## src/uart_rx_consts.svh

```systemverilog
// register map, field positions and reset values of the serial receiver
`ifndef UART_RX_CONSTS_SVH
`define UART_RX_CONSTS_SVH

// register indices; byte address is four times the index
`define IDX_RECEIVE_STATUS_CONTROL 10'h018
`define IDX_TRANSMIT_STATUS_CONTROL 10'h098
`define IDX_BAUD_DIVISOR 10'h099
`define IDX_RECEIVE_BUFFER 10'h01A
`define IDX_INT_FLAGS 10'h00C
`define IDX_INT_ENABLES 10'h08C

// receive status and control fields
`define RCS_SERIAL_PORT_ENABLE 7
`define RCS_NINE_BIT_RECEIVE 6
`define RCS_SINGLE_RECEIVE 5
`define RCS_CONT_RECEIVE 4
`define RCS_ADDRESS_DETECT 3
`define RCS_FRAMING_ERROR 2
`define RCS_OVERRUN_ERROR 1
`define RCS_NINTH_BIT 0

// transmit status and control fields
`define TCS_SYNC_MODE 4
`define TCS_HIGH_SPEED 2
`define TCS_SHIFT_EMPTY 1

// interrupt flag and enable fields
`define INT_RECEIVE_READY 5
`define INT_FRAMING_EVENT 2
`define INT_OVERRUN_EVENT 1
`define INT_EVENT_MASK 8'h06

// reset values
`define RST_RECEIVE_STATUS_CONTROL 8'h00
`define RST_TRANSMIT_STATUS_CONTROL 8'h02
`define RST_BAUD_DIVISOR 8'h00
`define RST_INT 8'h00

// bit timing, in ticks of the sixteen-times sample clock
`define SAMPLE_LAST 4'h9
`define TICKS_PER_BIT_LAST 4'hF
`define DATA_BITS_LAST 4'h7
`define LOW_SPEED_PRESCALE_LAST 2'h3

`endif

```

## src/uart_rx_pkg.sv

```systemverilog
// types shared by the serial receiver
package uart_rx_pkg;
    typedef enum logic [1:0] {
        RX_IDLE = 2'b00,
        RX_START = 2'b01,
        RX_DATA = 2'b11,
        RX_STOP = 2'b10
    } rx_state_t;
    typedef logic [7:0] reg8_t;
endpackage : uart_rx_pkg

```

## src/uart_async_receiver_baud.sv

```systemverilog
// asynchronous serial receiver with baud rate generator and apb registers
//
// Local design decision: the APB slave port.
`timescale 1ns/1ns
`include "uart_rx_consts.svh"
module uart_async_receiver_baud #(
    parameter int ADDR_W = 12
) (
    // clock and reset
    input wire logic sys_clk,
    input wire logic rst,
    // apb slave
    input wire logic psel,
    input wire logic penable,
    input wire logic pwrite,
    input wire logic [ADDR_W-1:0] paddr,
    input wire logic [31:0] pwdata,
    input wire logic [3:0] pstrb,
    output logic [31:0] prdata,
    output logic pready,
    output logic pslverr,
    // serial line
    input wire logic receive_data_pin,
    // timing and interrupt
    output logic sync_clock_tick,
    output logic irq
);
    import uart_rx_pkg::*;
    initial begin
        if (ADDR_W < 12) begin
            $error("ADDR_W must be at least 12");
        end
    end

    ////////////////////////////////////////////////////////////////////////
    // registers and decode
    uart_rx_pkg::reg8_t receive_status_control;
    uart_rx_pkg::reg8_t transmit_status_control;
    uart_rx_pkg::reg8_t baud_divisor;
    uart_rx_pkg::reg8_t peripheral_interrupt_flags;
    uart_rx_pkg::reg8_t peripheral_interrupt_enables;
    function automatic logic hit(input logic [ADDR_W-1:0] a, input logic [9:0] idx);
        hit = (a == ADDR_W'({idx, 2'b00}));
    endfunction : hit
    logic wr_acc;
    logic rd_setup;
    logic rd_acc;
    logic mapped;
    logic wr_byte;
    assign wr_acc = psel && penable && pwrite;
    assign rd_setup = psel && !penable && !pwrite;
    assign rd_acc = psel && penable && !pwrite;
    assign wr_byte = wr_acc && pstrb[0] && mapped;
    always_comb begin
        if (hit(paddr, `IDX_RECEIVE_STATUS_CONTROL)) begin
            mapped = 1'b1;
        end else if (hit(paddr, `IDX_TRANSMIT_STATUS_CONTROL)) begin
            mapped = 1'b1;
        end else if (hit(paddr, `IDX_BAUD_DIVISOR)) begin
            mapped = 1'b1;
        end else if (hit(paddr, `IDX_RECEIVE_BUFFER)) begin
            mapped = 1'b1;
        end else if (hit(paddr, `IDX_INT_FLAGS)) begin
            mapped = 1'b1;
        end else if (hit(paddr, `IDX_INT_ENABLES)) begin
            mapped = 1'b1;
        end else begin
            mapped = 1'b0;
        end
    end
    assign pready = 1'b1;
    assign pslverr = psel && penable && !mapped;

    logic rx_enabled;
    logic divisor_write;
    logic buffer_pop;
    assign divisor_write = wr_byte && hit(paddr, `IDX_BAUD_DIVISOR);
    assign buffer_pop = rd_acc && hit(paddr, `IDX_RECEIVE_BUFFER);
    assign rx_enabled = receive_status_control[`RCS_SERIAL_PORT_ENABLE]
        && receive_status_control[`RCS_CONT_RECEIVE]
        && !transmit_status_control[`TCS_SYNC_MODE];

    always_ff @(posedge sys_clk) begin
        if (rst) begin
            receive_status_control <= `RST_RECEIVE_STATUS_CONTROL;
            transmit_status_control <= `RST_TRANSMIT_STATUS_CONTROL;
            baud_divisor <= `RST_BAUD_DIVISOR;
            peripheral_interrupt_enables <= `RST_INT;
        end else if (wr_byte) begin
            if (hit(paddr, `IDX_RECEIVE_STATUS_CONTROL)) begin
                receive_status_control <= pwdata[7:0];
            end else if (hit(paddr, `IDX_TRANSMIT_STATUS_CONTROL)) begin
                transmit_status_control <= pwdata[7:0];
            end else if (hit(paddr, `IDX_BAUD_DIVISOR)) begin
                baud_divisor <= pwdata[7:0];
            end else if (hit(paddr, `IDX_INT_ENABLES)) begin
                peripheral_interrupt_enables <= pwdata[7:0];
            end
        end
    end

    ////////////////////////////////////////////////////////////////////////
    // baud rate generator
    logic [7:0] baud_count;
    logic [1:0] prescale;
    logic divisor_wrap;
    logic sample_tick;
    assign divisor_wrap = (baud_count == baud_divisor);
    always_ff @(posedge sys_clk) begin
        if (rst || divisor_write) begin
            baud_count <= 8'h00;
            prescale <= 2'h0;
        end else if (divisor_wrap) begin
            baud_count <= 8'h00;
            prescale <= prescale + 2'h1;
        end else begin
            baud_count <= baud_count + 8'h01;
        end
    end
    // high speed: tick every divisor+1 clocks; otherwise every 4(divisor+1)
    assign sample_tick = divisor_wrap && (transmit_status_control[`TCS_HIGH_SPEED]
        || prescale == `LOW_SPEED_PRESCALE_LAST);
    always_ff @(posedge sys_clk) begin
        if (rst) begin
            sync_clock_tick <= 1'b0;
        end else begin
            sync_clock_tick <= transmit_status_control[`TCS_SYNC_MODE] && divisor_wrap
                && prescale == `LOW_SPEED_PRESCALE_LAST;
        end
    end

    ////////////////////////////////////////////////////////////////////////
    // line synchroniser and sample history
    logic pin_meta;
    logic pin_sync;
    logic pin_prev;
    logic [2:0] history;
    always_ff @(posedge sys_clk) begin
        if (rst) begin
            pin_meta <= 1'b1;
            pin_sync <= 1'b1;
        end else begin
            pin_meta <= receive_data_pin;
            pin_sync <= pin_meta;
        end
    end
    always_ff @(posedge sys_clk) begin
        if (rst) begin
            history <= 3'b111;
            pin_prev <= 1'b1;
        end else if (sample_tick) begin
            history <= {history[1:0], pin_sync};
            pin_prev <= pin_sync;
        end
    end

    function automatic logic majority(input logic [2:0] s);
        majority = (s[0] & s[1]) | (s[0] & s[2]) | (s[1] & s[2]);
    endfunction : majority

    ////////////////////////////////////////////////////////////////////////
    // receive state machine
    rx_state_t state;
    logic [3:0] tick_count;
    logic [3:0] bit_count;
    logic [8:0] receive_shift_register;
    logic mid_bit;
    logic bit_value;
    logic stop_done;
    logic overrun_error;
    logic [1:0] fill;
    assign mid_bit = sample_tick && tick_count == `SAMPLE_LAST;
    assign bit_value = majority(history);
    assign stop_done = mid_bit && state == RX_STOP;

    always_ff @(posedge sys_clk) begin
        if (rst || !rx_enabled) begin
            state <= RX_IDLE;
            tick_count <= 4'h0;
            bit_count <= 4'h0;
            receive_shift_register <= 9'h000;
        end else if (sample_tick) begin
            tick_count <= tick_count + 4'h1;
            case (state)
                RX_IDLE: begin
                    tick_count <= 4'h1;
                    if (pin_prev && !pin_sync) begin
                        state <= RX_START;
                    end
                end
                RX_START: begin
                    if (tick_count == `SAMPLE_LAST) begin
                        if (bit_value) begin
                            state <= RX_IDLE;
                        end
                    end else if (tick_count == `TICKS_PER_BIT_LAST) begin
                        state <= RX_DATA;
                        bit_count <= 4'h0;
                    end
                end
                RX_DATA: begin
                    if (tick_count == `SAMPLE_LAST) begin
                        receive_shift_register[bit_count] <= bit_value;
                    end else if (tick_count == `TICKS_PER_BIT_LAST) begin
                        bit_count <= bit_count + 4'h1;
                        if (bit_count == `DATA_BITS_LAST + {3'h0, receive_status_control[`RCS_NINE_BIT_RECEIVE]}) begin
                            state <= RX_STOP;
                        end
                    end
                end
                RX_STOP: begin
                    if (tick_count == `SAMPLE_LAST) begin
                        state <= RX_IDLE;
                    end
                end
                default: begin
                    state <= RX_IDLE;
                end
            endcase
        end
    end

    ////////////////////////////////////////////////////////////////////////
    // two-entry receive buffer with framing and ninth bit
    logic [9:0] receive_buffer [2];
    logic wr_ptr;
    logic rd_ptr;
    logic push;
    logic pop;
    logic framing_now;
    assign framing_now = !bit_value;
    assign push = stop_done && !overrun_error && fill != 2'h2;
    assign pop = buffer_pop && fill != 2'h0;
    always_ff @(posedge sys_clk) begin
        if (push) begin
            receive_buffer[wr_ptr] <= {framing_now,
                receive_shift_register[8] & receive_status_control[`RCS_NINE_BIT_RECEIVE],
                receive_shift_register[7:0]};
        end
    end
    always_ff @(posedge sys_clk) begin
        if (rst) begin
            wr_ptr <= 1'b0;
            rd_ptr <= 1'b0;
            fill <= 2'h0;
        end else begin
            wr_ptr <= wr_ptr ^ push;
            rd_ptr <= rd_ptr ^ pop;
            fill <= fill + {1'b0, push} - {1'b0, pop};
        end
    end
    always_ff @(posedge sys_clk) begin
        if (rst || !receive_status_control[`RCS_CONT_RECEIVE]) begin
            overrun_error <= 1'b0;
        end else if (stop_done && fill == 2'h2) begin
            overrun_error <= 1'b1;
        end
    end

    ////////////////////////////////////////////////////////////////////////
    // interrupt flags
    logic receive_ready_flag;
    logic [9:0] head;
    logic [1:0] sticky;
    assign receive_ready_flag = fill != 2'h0;
    assign head = receive_buffer[rd_ptr];
    always_ff @(posedge sys_clk) begin
        if (rst) begin
            sticky <= 2'b00;
        end else begin
            // new events win over a clear in the same cycle
            sticky[0] <= (stop_done && fill == 2'h2 && !overrun_error)
                || (sticky[0] && !(wr_byte && hit(paddr, `IDX_INT_FLAGS) && pwdata[`INT_OVERRUN_EVENT]));
            sticky[1] <= (push && framing_now)
                || (sticky[1] && !(wr_byte && hit(paddr, `IDX_INT_FLAGS) && pwdata[`INT_FRAMING_EVENT]));
        end
    end
    always_comb begin
        peripheral_interrupt_flags = 8'h00;
        peripheral_interrupt_flags[`INT_RECEIVE_READY] = receive_ready_flag;
        peripheral_interrupt_flags[`INT_OVERRUN_EVENT] = sticky[0];
        peripheral_interrupt_flags[`INT_FRAMING_EVENT] = sticky[1];
    end
    always_ff @(posedge sys_clk) begin
        if (rst) begin
            irq <= 1'b0;
        end else begin
            irq <= |(peripheral_interrupt_flags & peripheral_interrupt_enables);
        end
    end

    ////////////////////////////////////////////////////////////////////////
    // read data, captured in the setup phase
    uart_rx_pkg::reg8_t status_view;
    always_comb begin
        status_view = receive_status_control;
        status_view[`RCS_FRAMING_ERROR] = receive_ready_flag & head[9];
        status_view[`RCS_OVERRUN_ERROR] = overrun_error;
        status_view[`RCS_NINTH_BIT] = receive_ready_flag & head[8];
    end
    always_ff @(posedge sys_clk) begin
        if (rst) begin
            prdata <= 32'h0000_0000;
        end else if (rd_setup) begin
            if (hit(paddr, `IDX_RECEIVE_STATUS_CONTROL)) begin
                prdata <= {24'h00_0000, status_view};
            end else if (hit(paddr, `IDX_TRANSMIT_STATUS_CONTROL)) begin
                prdata <= {24'h00_0000, transmit_status_control | (8'h01 << `TCS_SHIFT_EMPTY)};
            end else if (hit(paddr, `IDX_BAUD_DIVISOR)) begin
                prdata <= {24'h00_0000, baud_divisor};
            end else if (hit(paddr, `IDX_RECEIVE_BUFFER)) begin
                prdata <= {24'h00_0000, receive_ready_flag ? head[7:0] : 8'h00};
            end else if (hit(paddr, `IDX_INT_FLAGS)) begin
                prdata <= {24'h00_0000, peripheral_interrupt_flags};
            end else if (hit(paddr, `IDX_INT_ENABLES)) begin
                prdata <= {24'h00_0000, peripheral_interrupt_enables};
            end else begin
                prdata <= 32'h0000_0000;
            end
        end
    end
endmodule : uart_async_receiver_baud

```

## config.mk

```make
export PLATFORM = sky130hd
export DESIGN_NAME = uart_async_receiver_baud
export DESIGN_NICKNAME = d
export VERILOG_FILES = /design/src/uart_rx_pkg.sv /design/src/uart_async_receiver_baud.sv
export VERILOG_INCLUDE_DIRS = /design/src
export SDC_FILE = /design/constraint.sdc
export NUM_CORES = 1
export LEC_CHECK = 0
export ABC_AREA = 1
export ABC_CLOCK_PERIOD_IN_PS = 2600
export BUFFER_PORTS_ARGS = -buffer_cell sky130_fd_sc_hd__buf_2
export CORE_MARGIN = 3
export CORE_UTILIZATION = 57
export CTS_CLUSTER_SIZE = 24
export DETAILED_ROUTE_END_ITERATION = 12
export PLACE_DENSITY = 0.81
export RECOVER_POWER = 25
export REMOVE_ABC_BUFFERS = 1
export SYNTH_ARGS = -nofsm -noshare
export SYNTH_HDL_FRONTEND = slang
export SYNTH_SLANG_ARGS = --single-unit
```

## constraint.sdc

```tcl
create_clock -name sys_clk -period 2.6 [get_ports sys_clk]
set_input_delay 0.13 -clock sys_clk [delete_from_list [all_inputs] [get_ports sys_clk]]
set_output_delay 0.13 -clock sys_clk [all_outputs]
set_load 0.005 [all_outputs]
```

# [Word-level counts from Yosys, hierarchy flattened]
# Memories as Yosys holds them, arrays and structs flattened. A register that Yosys moved wholly into a read port is not among the register bits.
# Cells that the tools add are included.
[word_totals] register_bits=108 mem_bits_rw=20 inputBits=54 out_inout_bits=36 mem_count=1
[op_classes] addsub=7 order_cmp=2 n_eq_ne=25 n_mux=34 bitwise_logic=14 reduce_logical=59
[memory_table] name="receive_buffer" depth=2 word_bits=10 rd=1 rd_ports_with_merged_regs=1 write_ports=1 line_no="uart_async_receiver_baud.sv:225" rtl="logic [9:0] receive_buffer [2];"
[op_table] operator="8-bit two-way mux" count=7
[op_table] operator="12-bit by 10-bit equality test with 1-bit output, second input constant" count=3
[op_table] operator="1-bit logical AND" count=30
[op_table] operator="12-bit by 7-bit equality test with 1-bit output, second input constant" count=2
[op_table] operator="4-bit two-way mux" count=5
[op_table] operator="2-bit two-way mux" count=8
[op_table] operator="2-bit inequality test, second input constant" count=8
[op_table] operator="12-bit by 6-bit equality test with 1-bit output, second input constant" count=1
[op_table] operator="1-bit logical NOT" count=11
[op_table] operator="1-bit two-way mux" count=10
[op_table] operator="9-bit bitwise mux" count=1
[op_table] operator="4-bit by 1-bit adder with 4-bit output, second input constant" count=2
[op_table] operator="8-bit by 1-bit adder with 8-bit output, second input constant" count=1
[op_table] operator="6-bit by 8-bit AND with 8-bit output" count=1
[op_table] operator="2-bit equality test, second input constant" count=4
[op_table] operator="4-bit equality test, second input constant" count=2
[op_table] operator="8-bit equality test" count=1
[op_table] operator="2-bit one-hot mux with 4 select lines" count=1
[op_table] operator="4-bit one-hot mux with 2 select lines" count=1
[op_table] operator="8-bit AND reduction" count=1
[op_table] operator="8-bit OR reduction" count=1
[op_table] operator="1-bit AND" count=6
[op_table] operator="1-bit logical OR" count=6
[op_table] operator="3-bit inequality test, second input constant" count=2
[op_table] operator="20 further kinds" count=26

# [Logic depth before layout (Yosys ltp)]
[logic_depth] word_depth=13 ltp_mapped=14 ltp_nobuf=13

# [Worst setup path before layout]
# Ideal clock, no wire load.
[synth_path] kind="reg-to-reg" from="reg baud_count[4]" to="reg fill[1]" setup_ps=120 t_arrival_ps=2084 required_time_ps=2480 setup_slack_ps=396 stages_incl_launch_ff=14 n_path_buf=1 synth_period_minus_slack_ps=2204 cell_sequence="dfxtp_1 -> xnor2_1 -> nand2_1 -> nor2_2 -> nand3_2 -> buf_6 -> nor2_1 -> nand3_1 -> ha_1 -> inv_1 -> ha_1 -> xor2_1 -> o21ai_0 -> a21oi_1"
[synth_between] elab_chain_len=8
[synth_lines] item="start, declared" line_no="uart_async_receiver_baud.sv:104" rtl="logic [7:0] baud_count;"
[synth_lines] item="start signal, assigned" line_no="uart_async_receiver_baud.sv:117" rtl="baud_count <= baud_count + 8'h01;"
[synth_lines] item="8-bit equality test" line_no="uart_async_receiver_baud.sv:108" rtl="assign divisor_wrap = (baud_count == baud_divisor);"
[synth_lines] item="1-bit logical AND" line_no="uart_async_receiver_baud.sv:121" rtl="assign sample_tick = divisor_wrap && (transmit_status_control[`TCS_HIGH_SPEED]"
[synth_lines] item="1-bit logical AND (no source line)"
[synth_lines] item="1-bit logical AND" line_no="uart_async_receiver_baud.sv:174" rtl="assign stop_done = mid_bit && state == RX_STOP;"
[synth_lines] item="1-bit logical AND (2 in a row)" line_no="uart_async_receiver_baud.sv:232" rtl="assign push = stop_done && !overrun_error && fill != 2'h2;"
[synth_lines] item="2-bit by 1-bit adder with 2-bit output" line_no="uart_async_receiver_baud.sv:249" rtl="fill <= fill + {1'b0, push} - {1'b0, pop};"
[synth_lines] item="2-bit by 1-bit subtractor with 2-bit output" line_no="uart_async_receiver_baud.sv:249"
[synth_lines] item="end signal, assigned" line_no="uart_async_receiver_baud.sv:249"
[synth_lines] item="end, declared" line_no="uart_async_receiver_baud.sv:171" rtl="logic [1:0] fill;"
# Every way passes these cells.
# A chain may end at the register's enable or synchronous reset.

# [Worst setup path in the final report]
# Ends and elaborated chain as after synthesis.

==> flow_summary.toml <==
[drt]
post_drt_wl_per_cell_um = 13.4
dr.pass1.iters = 4
drt_wl_total_mm = 11.5
antenna_left = 0
drt-vias-per-instance = 5.22
vias = 4488
drc = 0
drtIter0Drc = 232

[die]
die_x_um = 102
num_io_pins = 90
core_area_um2 = 8890
rows = 34
start_util_pct = 59.6
die-area_um2 = 10500
die_h_um = 102

[global_route]
grt_pass1_vias = 4041
antenna_found_initial = 0
grt_pass1_wl_mm = 18.2
grt_util_all_layers_pct = 22.4
grt_max_degree = 37
overflow = 0

[sta]
finClkSkew_ps = 18.7
worst_pin_slew_ps = 957
fin_tns_setup_ps = 0
slew_headroom_pct = 35.6
hold_viol_final = 0
worst_slack_ps = 244
fmax_ghz = 0.424
period_needed_ps = 2360
slew_violations = 0
setup_viol = 0
timing.final.crit_share_pct = 90.6
rsz0062_at_grt = "false"

[synthesis]
ys_seq_elements = 99
yosys_warnings = 0
synthCells = 711
synth_cell_types = 42
ys_seq_area_share_pct = 41.2
synth.cell_area_um2 = 5300
syn_avg_cell_area_um2 = 7.45

[setup_path]
max_stage_delay_ps = 430
r2r_cells = 12
arrival_ps = 2610
reg2reg_slack_ps = 240
worstSetupPathType = "reg2reg"
cp.required_ps = 2860
crit_chain = "xnor2_1, nand2_1, nor2_2, nand3_2, nor2_1, nand3_1, ha_1, inv_1, ha_1, xor2_1, o21ai_0, a21oi_1"
start_kind = "flip-flop"
cp.depth = 12
crit_top_cell = "ha_1"
path_delay_family = "simple AND/OR/NAND/NOR gates"
critPathSlowestCell = "dfxtp_1"
path_buf_inv = 1
crit_path_end_kind = "flip-flop"
path_max_fanout = 5

[placement]
io_buffers = 37
dp_hpwl_mm = 8.50
place_area_um2 = 5450
place_congestion = 0.922
place_ws_ps = 286

[worst_hold_path]
whs_path_depth = 3
min_path_type = "in2reg"

[power]
ir_drop_mv = 0.236
power_per_cell_area_nw_per_um2 = 470
p_leak_nw = 2.58

[cts]
cts_sinks = 99
clkTransAtPathRegs_ps = 110
clkLatencyLatePin_ps = 370
cts-root-buf = "clkbuf_8"
clk_path_buf_depth = 2
cts_buffers = 9
htree_levels = 3
postCtsSetupRepairBufs = 0
cts_tree = "done"

[final_layout]
diodes = 0
area_growth_pct = 6.33
stdcell_area_um2 = 5630
fin_nets = 813
drive_gt1_share_pct = 12.6

[run]
maxCapViolCount = 0

[run_status]
status = "finished clean"
-- layout make-up --
cell class                 instances  area (um2)
timing repair buffer              43         225
tap                              108         135
clock buffer                      11         141
clock inverter                     5        45.0
multi-input combinational        496        2540
sequential                        99        2180
fill                             780        3260
inverter                          98         369
-- what timing repair did --
action	CTS	global route
hold buffers	1	0
hold endpoints to repair	1	0
gates resized for setup	0	0
-- power by group --
group | internal [mW] | switching, mW | total (mW)
Combinational | 0.0396 | 0.0851 | 0.125
Sequential | 1.57 | 0.00466 | 1.57
Clock | 0.392 | 0.563 | 0.955
-- layout by cell type, fill, tap and decap left out, types with 7 or more instances in the layout --
cell type / n
xnor2_1: 7
a21oi_1: 29
nor3_1: 9
buf_2: 31
nand2_1: 148
a31oi_1: 9
nand4_1: 13
o21ai_0: 44
nor2_1: 118
clkbuf_1: 7
dfxtp_1: 79
inv_2: 8
edfxtp_1: 20
xor2_1: 8
inv_1: 88
clkbuf_8: 10
ha_1: 12
nand2_2: 8
conb_1: 25
nand3_1: 25
-- sequential cells by signal (all words and copies together) (netlist names), 2 cells and up --
| register | flops |
|---|---|
| state | 2 |
| history | 3 |
| receive_buffer | 20 |
| baud_divisor | 8 |
| baud_count | 8 |
| peripheral_interrupt_enables | 8 |
| tick_count | 4 |
| bit_count | 4 |
| transmit_status_control | 7 |
| receive_shift_register | 9 |
| prescale | 2 |
| sticky | 2 |
| fill | 2 |
| prdata | 8 |
| receive_status_control | 5 |
-- stage by stage --
| stage | power, mW | instances | hold slack, ps | util [%] |
|---|---|---|---|---|
| 4_1_cts | 2.67 | 860 | 28.3 | 63.5 |
| 3_5_place_dp | 1.73 | 843 | 317 | 61.2 |
| 2_1_floorplan | 1.67 | 693 | 197 | - |
| 5_1_grt | 2.74 | 860 | 47.9 | 63.4 |
| 3_3_place_gp | 1.73 | 843 | 314 | 61.2 |
| 6_report | 2.65 | 860 | 33.9 | 63.4 |
-- logic make-up (layout without fill, tap and decap cells) --
logic type / after synthesis / after routing / share of synthesized area (%)
AO/OA/AOI/OAI: 94 / 94 / 9.59
XOR/XNOR: 15 / 15 / 2.48
adder cells (fa/ha/maj): 12 / 12 / 2.83
buffers and inverters: 139 / 157 / 12.6
flip-flops: 99 / 99 / 41.2
other: 2 / 25 / 0.142
AND/OR/NAND/NOR: 350 / 350 / 31.2
-- Yosys cell counts --
cell type | instances | share of area, %
nor3_1 | 9 | 0.85
inv_2 | 8 | 0.57
ha_1 | 12 | 2.8
clkbuf_1 | 7 | 0.50
nand2_4 | 2 | 0.42
buf_2 | 1 | 0.094
edfxtp_1 | 20 | 11
nand2_2 | 8 | 0.94
inv_1 | 88 | 6.2
buf_4 | 27 | 3.8
nand4_1 | 13 | 1.5
nand3b_2 | 1 | 0.21
clkinv_2 | 1 | 0.094
nand2_8 | 1 | 0.38
o22ai_1 | 2 | 0.24
xor2_1 | 8 | 1.3
nand2_1 | 148 | 10
nor4_1 | 1 | 0.12
or2_2 | 2 | 0.24
conb_1 | 2 | 0.14
nand3_2 | 4 | 0.76
and3_1 | 1 | 0.12
dfxtp_1 | 79 | 30
xnor2_1 | 7 | 1.2
o21ai_1 | 3 | 0.28
a211oi_1 | 1 | 0.14
a31oi_1 | 9 | 1.1
nor2_2 | 5 | 0.59
o221ai_1 | 2 | 0.33
nor2_1 | 118 | 8.4
o211ai_1 | 4 | 0.57
nand3_4 | 2 | 0.66
nand3_1 | 25 | 2.4
nand4_4 | 2 | 0.80
nor2_4 | 4 | 0.85
buf_6 | 5 | 1.1
clkbuf_4 | 1 | 0.14
nor2_8 | 4 | 1.5
o21ai_0 | 43 | 4.1
clkinv_1 | 1 | 0.071
a21oi_1 | 29 | 2.7
a221oi_1 | 1 | 0.17
-- path summary, 6_finish.rpt --
kind / endpoint / from
min: transmit_status_control[0]$_SDFFE_PP0P_ / pwdata[0]
max reg2reg: fill[1]$_SDFF_PP0_ / baud_count[4]$_SDFF_PP0_
max: fill[1]$_SDFF_PP0_ / baud_count[4]$_SDFF_PP0_
min reg2reg: pin_sync$_SDFF_PP1_ / pin_meta$_SDFF_PP1_
-- routing by layer --
layer  wire, um  vias to the layer above  global-route usage (%)
met5          0                        -                       0
met4        254                        0                    8.58
met3        775                       23                    3.34
met2       5450                      165                    38.9
met1       5010                     2011                    28.1
li1           -                     2289                       -
-- worst register-to-register path: stages (launching register included) --
cell and delay, ps:
dfxtp_1 430, xnor2_1 140, nand2_1 70, nor2_2 210, nand3_2 140, nor2_1 230, nand3_1 150, ha_1 300
inv_1 40, ha_1 170, xor2_1 150, o21ai_0 160, a21oi_1 60
Power figures use the tool's default switching activity.
